$ cat config.mk
export PLATFORM = sky130hd
export DESIGN_NAME = btds_core
export DESIGN_NICKNAME = d
export VERILOG_FILES = /design/src/logic/btds_pkg.sv /design/src/logic/btds_phase.sv /design/src/logic/btds_core.sv
export VERILOG_INCLUDE_DIRS = /design/src /design/src/logic
export SDC_FILE = /design/constraint.sdc
export NUM_CORES = 1
export LEC_CHECK = 0
export BUFFER_PORTS_ARGS = -buffer_cell sky130_fd_sc_hd__buf_2
export CAP_MARGIN = 20
export CORE_MARGIN = 8
export CORE_UTILIZATION = 45
export CTS_CLUSTER_DIAMETER = 30
export DETAILED_ROUTE_END_ITERATION = 8
export MAX_ROUTING_LAYER = met4
export PLACE_DENSITY = 0.77
export RECOVER_POWER = 25
export SYNTH_ARGS = -nofsm -noshare
export SYNTH_HDL_FRONTEND = slang
export SYNTH_HIERARCHICAL = 1
export SYNTH_SLANG_ARGS = --single-unit
$ cat constraint.sdc
create_clock -name clk -period 1.28 [get_ports clk]
set_input_delay 0.128 -clock clk [delete_from_list [all_inputs] [get_ports clk]]
set_output_delay 0.128 -clock clk [all_outputs]
set_load 0.005 [all_outputs]
$ cat src/logic/btds_params.svh
`ifndef BTDS_PARAMS_SVH
`define BTDS_PARAMS_SVH

// instruction word layout
`define BTDS_WORD_W 14
`define BTDS_BTC_OP_MSB 13
`define BTDS_BTC_OP_LSB 10
`define BTDS_BTC_OP 4'h6
`define BTDS_DCZ_OP_MSB 13
`define BTDS_DCZ_OP_LSB 8
`define BTDS_DCZ_OP 6'h0B
`define BTDS_BIT_MSB 9
`define BTDS_BIT_LSB 7
`define BTDS_DEST_BIT 7
`define BTDS_REG_MSB 6
`define BTDS_REG_LSB 0

// destination select values
`define BTDS_DEST_ACC 1'h0
`define BTDS_DEST_FILE 1'h1

// instruction cycle phases, one oscillator clock each
`define BTDS_PHASES 4
`define BTDS_PHASE_W 2
`define BTDS_PH_FETCH 2'h0
`define BTDS_PH_READ 2'h1
`define BTDS_PH_EXEC 2'h2
`define BTDS_PH_WRITE 2'h3

// reset values
`define BTDS_RST_PHASE 2'h0
`define BTDS_RST_BIT 3'h0

`endif

$ cat src/logic/btds_pkg.sv
package btds_pkg;

    typedef enum logic [1:0] {
        BTDS_KIND_NONE,
        BTDS_KIND_BIT_TEST,
        BTDS_KIND_COUNTDOWN
    } btds_kind_e;

    typedef enum logic {
        BTDS_MODE_EXEC,
        BTDS_MODE_FLUSH
    } btds_mode_e;

endpackage

$ cat src/logic/btds_phase.sv
`timescale 1ns/10ps
`include "btds_params.svh"

module btds_phase #(
    parameter int PHASES = `BTDS_PHASES,
    parameter int PHASE_W = `BTDS_PHASE_W
) (
    // clock and reset
    input wire logic clk,
    input wire logic rstn,
    // phase of the instruction cycle
    output logic [PHASE_W-1:0] phase_r
);

    logic [PHASE_W-1:0] phase_nxt;

    always_comb begin
        if (phase_r == PHASE_W'(PHASES - 1)) begin
            phase_nxt = `BTDS_RST_PHASE;
        end else begin
            phase_nxt = phase_r + PHASE_W'(1);
        end
    end

    always_ff @(posedge clk) begin
        if (!rstn) begin
            phase_r <= `BTDS_RST_PHASE;
        end else begin
            phase_r <= phase_nxt;
        end
    end

endmodule

$ cat src/logic/btds_core.sv
`timescale 1ns/10ps
`include "btds_params.svh"

module btds_core #(
    parameter int DATA_W = 8,
    parameter int ADDR_W = 7
) (
    // clock and reset
    input wire logic clk,
    input wire logic rstn,
    // fetched instruction, sampled in the fetch phase
    input wire logic [`BTDS_WORD_W-1:0] instr_word,
    // file register read, combinational from file_addr_r
    input wire logic [DATA_W-1:0] file_rdata,
    output logic [ADDR_W-1:0] file_addr_r,
    output logic file_rd_r,
    // file register write
    output logic [DATA_W-1:0] file_wdata_r,
    output logic file_we_r,
    // accumulator write
    output logic [DATA_W-1:0] acc_wdata_r,
    output logic acc_we_r,
    // sequencing towards the instruction pointer, and the status flag write enable
    output logic [`BTDS_PHASE_W-1:0] phase_r,
    output logic skip_r,
    output logic nop_cycle_r,
    output logic status_we_r
);

    btds_pkg::btds_kind_e kind_r, kind_nxt;
    btds_pkg::btds_mode_e mode_r, mode_nxt;
    logic [ADDR_W-1:0] file_addr_nxt;
    logic [2:0] bit_sel_r, bit_sel_nxt;
    logic dest_r, dest_nxt;
    logic [DATA_W-1:0] data_r, data_nxt;
    logic [DATA_W-1:0] file_wdata_nxt, acc_wdata_nxt;
    logic [DATA_W-1:0] result;
    logic file_rd_nxt, file_we_nxt, acc_we_nxt;
    logic skip_nxt, nop_cycle_nxt;

    function automatic btds_pkg::btds_kind_e decode_kind(
        input logic [`BTDS_WORD_W-1:0] w
    );
        btds_pkg::btds_kind_e k;
        k = btds_pkg::BTDS_KIND_NONE;
        if (w[`BTDS_BTC_OP_MSB:`BTDS_BTC_OP_LSB] == `BTDS_BTC_OP) begin
            k = btds_pkg::BTDS_KIND_BIT_TEST;
        end else if (w[`BTDS_DCZ_OP_MSB:`BTDS_DCZ_OP_LSB] == `BTDS_DCZ_OP)
        begin
            k = btds_pkg::BTDS_KIND_COUNTDOWN;
        end
        return k;
    endfunction

    // phase counter; the flush cycle runs on the same four phases
    btds_phase #(
        .PHASES(`BTDS_PHASES),
        .PHASE_W(`BTDS_PHASE_W)
    ) u_phase (
        .clk(clk),
        .rstn(rstn),
        .phase_r(phase_r)
    );

    always_comb begin
        kind_nxt = kind_r;
        mode_nxt = mode_r;
        file_addr_nxt = file_addr_r;
        bit_sel_nxt = bit_sel_r;
        dest_nxt = dest_r;
        data_nxt = data_r;
        file_wdata_nxt = file_wdata_r;
        acc_wdata_nxt = acc_wdata_r;
        file_rd_nxt = file_rd_r;
        file_we_nxt = 1'b0;
        acc_we_nxt = 1'b0;
        skip_nxt = 1'b0;
        nop_cycle_nxt = nop_cycle_r;
        result = data_r - DATA_W'(1);
        case (phase_r)
            `BTDS_PH_FETCH: begin
                if (mode_r == btds_pkg::BTDS_MODE_EXEC) begin
                    kind_nxt = decode_kind(instr_word);
                    file_addr_nxt =
                        instr_word[`BTDS_REG_MSB:`BTDS_REG_LSB];
                    bit_sel_nxt = instr_word[`BTDS_BIT_MSB:`BTDS_BIT_LSB];
                    dest_nxt = instr_word[`BTDS_DEST_BIT];
                    file_rd_nxt = (kind_nxt != btds_pkg::BTDS_KIND_NONE);
                end else begin
                    // prefetched word is dropped, this cycle is a nop
                    kind_nxt = btds_pkg::BTDS_KIND_NONE;
                    file_rd_nxt = 1'b0;
                end
            end
            `BTDS_PH_READ: begin
                data_nxt = file_rdata;
                file_rd_nxt = 1'b0;
            end
            `BTDS_PH_EXEC: begin
                case (kind_r)
                    btds_pkg::BTDS_KIND_BIT_TEST: begin
                        skip_nxt = ~data_r[bit_sel_r];
                    end
                    btds_pkg::BTDS_KIND_COUNTDOWN: begin
                        if (dest_r == `BTDS_DEST_FILE) begin
                            file_we_nxt = 1'b1;
                            file_wdata_nxt = result;
                        end else begin
                            acc_we_nxt = 1'b1;
                            acc_wdata_nxt = result;
                        end
                        skip_nxt = (result == '0);
                    end
                    default: begin
                        skip_nxt = 1'b0;
                    end
                endcase
            end
            `BTDS_PH_WRITE: begin
                // a skip turns the next whole cycle into a nop
                if (skip_r) begin
                    mode_nxt = btds_pkg::BTDS_MODE_FLUSH;
                    nop_cycle_nxt = 1'b1;
                end else begin
                    mode_nxt = btds_pkg::BTDS_MODE_EXEC;
                    nop_cycle_nxt = 1'b0;
                end
            end
            default: begin
                mode_nxt = mode_r;
            end
        endcase
    end

    always_ff @(posedge clk) begin
        if (!rstn) begin
            kind_r <= btds_pkg::BTDS_KIND_NONE;
            mode_r <= btds_pkg::BTDS_MODE_EXEC;
            file_addr_r <= '0;
            bit_sel_r <= `BTDS_RST_BIT;
            dest_r <= `BTDS_DEST_ACC;
            data_r <= '0;
            file_wdata_r <= '0;
            acc_wdata_r <= '0;
            file_rd_r <= 1'b0;
            file_we_r <= 1'b0;
            acc_we_r <= 1'b0;
            skip_r <= 1'b0;
            nop_cycle_r <= 1'b0;
            status_we_r <= 1'b0;
        end else begin
            kind_r <= kind_nxt;
            mode_r <= mode_nxt;
            file_addr_r <= file_addr_nxt;
            bit_sel_r <= bit_sel_nxt;
            dest_r <= dest_nxt;
            data_r <= data_nxt;
            file_wdata_r <= file_wdata_nxt;
            acc_wdata_r <= acc_wdata_nxt;
            file_rd_r <= file_rd_nxt;
            file_we_r <= file_we_nxt;
            acc_we_r <= acc_we_nxt;
            skip_r <= skip_nxt;
            nop_cycle_r <= nop_cycle_nxt;
            // flags are never touched by these two instructions
            status_we_r <= 1'b0;
        end
    end

    AST_BIT_TEST_DECODE:
    assert property (@(posedge clk) disable iff (!rstn)
        (phase_r == `BTDS_PH_READ && $past(mode_r) ==
        btds_pkg::BTDS_MODE_EXEC && $past(instr_word[13:10]) == 4'h6)
        |-> kind_r == btds_pkg::BTDS_KIND_BIT_TEST && file_rd_r &&
        file_addr_r == $past(instr_word[6:0]) &&
        bit_sel_r == $past(instr_word[9:7]))
    else $error("bit test word not decoded");

    AST_BIT_TEST_SKIP:
    assert property (@(posedge clk) disable iff (!rstn)
        (phase_r == `BTDS_PH_READ &&
        kind_r == btds_pkg::BTDS_KIND_BIT_TEST)
        |-> ##2 skip_r == ~$past(file_rdata[bit_sel_r], 2) &&
        !file_we_r && !acc_we_r)
    else $error("bit test skip decision wrong");

    AST_SKIP_FLUSH:
    assert property (@(posedge clk) disable iff (!rstn)
        (skip_r && phase_r == `BTDS_PH_WRITE)
        |=> nop_cycle_r ##1 (kind_r == btds_pkg::BTDS_KIND_NONE &&
        !file_rd_r) ##2 (!skip_r && !file_we_r && !acc_we_r) ##1
        !nop_cycle_r)
    else $error("skip did not insert a single nop cycle");

    AST_COUNTDOWN_VALUE:
    assert property (@(posedge clk) disable iff (!rstn)
        (phase_r == `BTDS_PH_READ &&
        kind_r == btds_pkg::BTDS_KIND_COUNTDOWN)
        |-> ##2 (file_we_r ? file_wdata_r : acc_wdata_r) ==
        $past(file_rdata, 2) - 8'h01)
    else $error("countdown result is not value minus one");

    AST_COUNTDOWN_DEST:
    assert property (@(posedge clk) disable iff (!rstn)
        (phase_r == `BTDS_PH_EXEC &&
        kind_r == btds_pkg::BTDS_KIND_COUNTDOWN)
        |=> (file_we_r == dest_r) && (acc_we_r == !dest_r))
    else $error("countdown written to wrong destination");

    AST_COUNTDOWN_SKIP:
    assert property (@(posedge clk) disable iff (!rstn)
        (phase_r == `BTDS_PH_EXEC &&
        kind_r == btds_pkg::BTDS_KIND_COUNTDOWN)
        |=> skip_r == ($past(data_r) == 8'h01))
    else $error("countdown skip decision wrong");

    AST_NO_SKIP_ONE_CYCLE:
    assert property (@(posedge clk) disable iff (!rstn)
        (phase_r == `BTDS_PH_WRITE && !skip_r)
        |=> mode_r == btds_pkg::BTDS_MODE_EXEC && !nop_cycle_r)
    else $error("nop cycle without a skip");

    // sampled rstn keeps the release edge, still a reset edge, out
    AST_FOUR_PHASES:
    assert property (@(posedge clk) disable iff (!rstn)
        (rstn && phase_r == `BTDS_PH_FETCH) |=> phase_r == `BTDS_PH_READ ##1
        phase_r == `BTDS_PH_EXEC ##1 phase_r == `BTDS_PH_WRITE ##1
        phase_r == `BTDS_PH_FETCH)
    else $error("instruction cycle is not four clocks");

    AST_NO_FLAGS:
    assert property (@(posedge clk) disable iff (!rstn)
        (skip_r || file_we_r || acc_we_r) |-> !status_we_r)
    else $error("status flags written");

endmodule

==> summary.txt <==
Outcome
  • Outcome: finished with violations
  • Failing checks: negative setup slack

Setup path
  • Crit end category: register
  • Slowest stage cell on the critical path: or3_4
  • Worst Path Required: 1.50 ns
  • Worst stage delay on the critical path: roughly 0.4 ns
  • Worst Path Max Fanout: 5
  • Worst-path cell chain: or3_4 -> nor4b_4 -> o21ai_1 -> a21oi_1
  • Worst EP arrival: 1.61 ns
  • Critical path class: register to register
  • Startpoint types: register
  • Worst Path Buf+Inv: 0
  • Cell family with most CP delay: simple AND/OR/NAND/NOR gates

STA
  • Clock skew: roughly 0.0065 ns
  • Tcrit/Tclk final: 108.0%
  • Max-slew violation count: 0
  • TNS Setup: -0.6649 ns
  • Minimum clock period after layout: 1.383 ns
  • RSZ-0062 raised after global routing: true
  • Final hold violation count: 0
  • Fmax achieved: 723.2 MHz
  • Final setup viols: 13
  • Final worst slack: -0.1027 ns

Routing
  • Avg WL per Cell: approximately 15 µm
  • Drt pass-1 iters: 4
  • Initial drt markers: 58
  • Routed WL: approximately 5100 µm
  • Vias/cell: about 4.9
  • Routed Antenna Nets: 0
  • Via count: ~1600
  • Residual DRC: 0

Synth
  • #FFs+latches synth: 43
  • Largest family of logic cells by synthesized area: simple AND/OR/NAND/NOR gates
  • YS warnings: 6
  • Mapped Area: approximately 1800 µm²
  • Post-synth ARST share: 0%
  • Simple-Gate Fraction of Synth Area: 21.01%
  • Post-synthesis adder-cell area fraction: under 10%
  • EDFF count, synth: 0
  • Syn Nets: between 200 and 250
  • Unique cell type count in the Yosys netlist: 35
  • Post-synthesis xor/xnor area fraction: about 2.9%
  • Sequential area share after synthesis: 47.71%
  • Post-synth top flop: dfxtp_1
  • Syn Inst Count: roughly 190
  • Average size of a mapped cell: roughly 9.3 µm²
  • Post-synthesis mux area share: 8.044%
  • Compound-Gate Fraction of Synth Area: a little under an eighth

Die
  • Standard-cell row count: 23
  • Total I/O pin count: 55
  • Die Ht: around 79 µm
  • Die footprint: 6292 µm²
  • Initial core utilization: a little under half
  • Area of the core: roughly 3900 µm²
  • Die X: slightly below 80 µm

Finish
  • Commonest non-fill, non-tap cell in the layout: buf_2
  • Area grow syn2layout: 49.31%
  • Fin nets: 308
  • Fill cells: 307
  • Fin cells: between 300 and 400
  • Share of cells above drive strength 1: roughly 49%
  • Most frequent cells in the layout: buf_2 (42), dfxtp_1 (34), nand2_1 (29), buf_4 (26), nor2_1 (21)
  • Antenna diodes: 0

Power
  • Maximum vdd drop: between 0.5 and 0.6 mV
  • PwrDens: roughly 1100 nW/µm²
  • Cell leakage power: 1.186 nW

GRT
  • Maximum number of pins on one net before global-route repair: 37
  • Antenna violations before repair: 0
  • Vias in the first global route: 1587
  • Global route total overflow: 0
  • First-pass GRT wire length: about 7400 µm
  • Total GRT Usage: approximately 15%

Clocking
  • Root Driver: clkbuf_8
  • CTS tree: yes
  • Clk buf depth: 2
  • Clk slew on worst S/H paths: ~0.080 ns
  • Clk_lat worst skew: 0.29 ns
  • Num CTS Buffers: 5
  • Htree depth: 2
  • CTS Hold Bufs: 0
  • Sink Count: 43

Place
  • GPL Wtd Cong: approximately 0.79
  • DP Wirelength: about 3300 µm
  • IO Port Bufs: 53
  • Dpl cells: about 310

Hold path
  • Class of the worst hold path: primary input to register

Run
  • Maxcap violations: 0
flip-flops by register name, indices dropped and copies added (netlist names):
register         count
acc_wdata_r          8
acc_we_r             1
bit_sel_r            3
data_r               8
file_addr_r          7
file_rd_r            1
file_wdata_r         8
file_we_r            1
kind_r               2
mode_r               1
skip_r               1
u_phase/phase_r      2
synthesized netlist by cell type (4+ instances only):
cell type	count	area, µm²
ha_1	5	62.56
buf_4	4	30.03
dfxtp_1	43	860.8
mux2i_1	10	100.1
nor2_1	28	105.1
a21oi_1	17	85.08
nand2_1	29	108.9
a211oi_1	12	90.09
inv_1	4	15.01
metrics by stage:
stage	total power [W]	area [µm²]	utilization, %	setup slack (ns)	hold slack [ns]
floorplan	0.001819	1831	-	-0.06692	0.2497
global placement	0.002056	2298	58.30	-0.1052	0.3582
detailed placement	0.002072	2298	58.30	-0.1358	0.3699
CTS	0.002974	2516	63.82	-0.07070	0.05616
global route	0.003220	2694	68.33	-0.1727	0.05873
finish	0.003073	2694	68.33	-0.1027	0.06177
power breakdown:
group	switching, W	internal [W]	leakage (nW)
logic	0.000360	0.000385	0.785
registers	0.0000591	0.00141	0.354
clock network	0.000441	0.000423	0.0470
cell type report:
class                   instances  area [µm²]  area share (%)
clock buffers                   6       82.58           3.065
clock inverters                 1       5.005          0.1858
inverters                       5       18.77          0.6967
multi-input cells             133        1012           37.58
flip-flops and latches         43       877.1           32.56
well taps                      50       62.56           2.322
repair buffers                 91       635.6           23.60
path summary, 6_finish.rpt:
| path | slack, ns | start | endpoint | cells past startpoint |
|---|---|---|---|---|
| setup reg to reg | -0.10 | u_phase/phase_r[1] | file_rd_r | 4 |
| hold / removal | 0.06 | instr_word[2] | file_addr_r[2] | 3 |
| setup / recovery | -0.10 | u_phase/phase_r[1] | file_rd_r | 4 |
| hold reg to reg | 0.45 | file_addr_r[2] | file_addr_r[2] | 2 |
tightest hold or removal path: stages:
cell and delay [ns]:
buf_2 0.09, nand2_1 0.04, a21oi_1 0.05
metal layers:
metal  part of all wire (%)  wire length (µm)  GRT usage [%]
met1                     42              2135          16.28
met2                     52              2663          26.71
met3                    4.8               243          3.499
met4                   0.83                42          5.000
met5                      0                 0              -
cells by family (layout without fill, tap and decap cells):
logic type / count (synthesis) / in the layout
fa+ha+maj: 5 / 5
mux: 12 / 12
compound gates: 35 / 35
buf+inv: 17 / 103
xor+xnor: 6 / 6
flops: 43 / 43
other cells: 1 / 1
simple gates: 74 / 74
what timing repair did:
| action | in CTS | in global routing |
|---|---|---|
| gates resized for setup | 21 | 36 |
| pin swaps | 10 | 15 |
| setup endpoints to repair | 27 | 33 |
| buffers inserted | 4 | 3 |
| cloned | 1 | 2 |
Note: power is estimated with default switching activity, not from simulation.
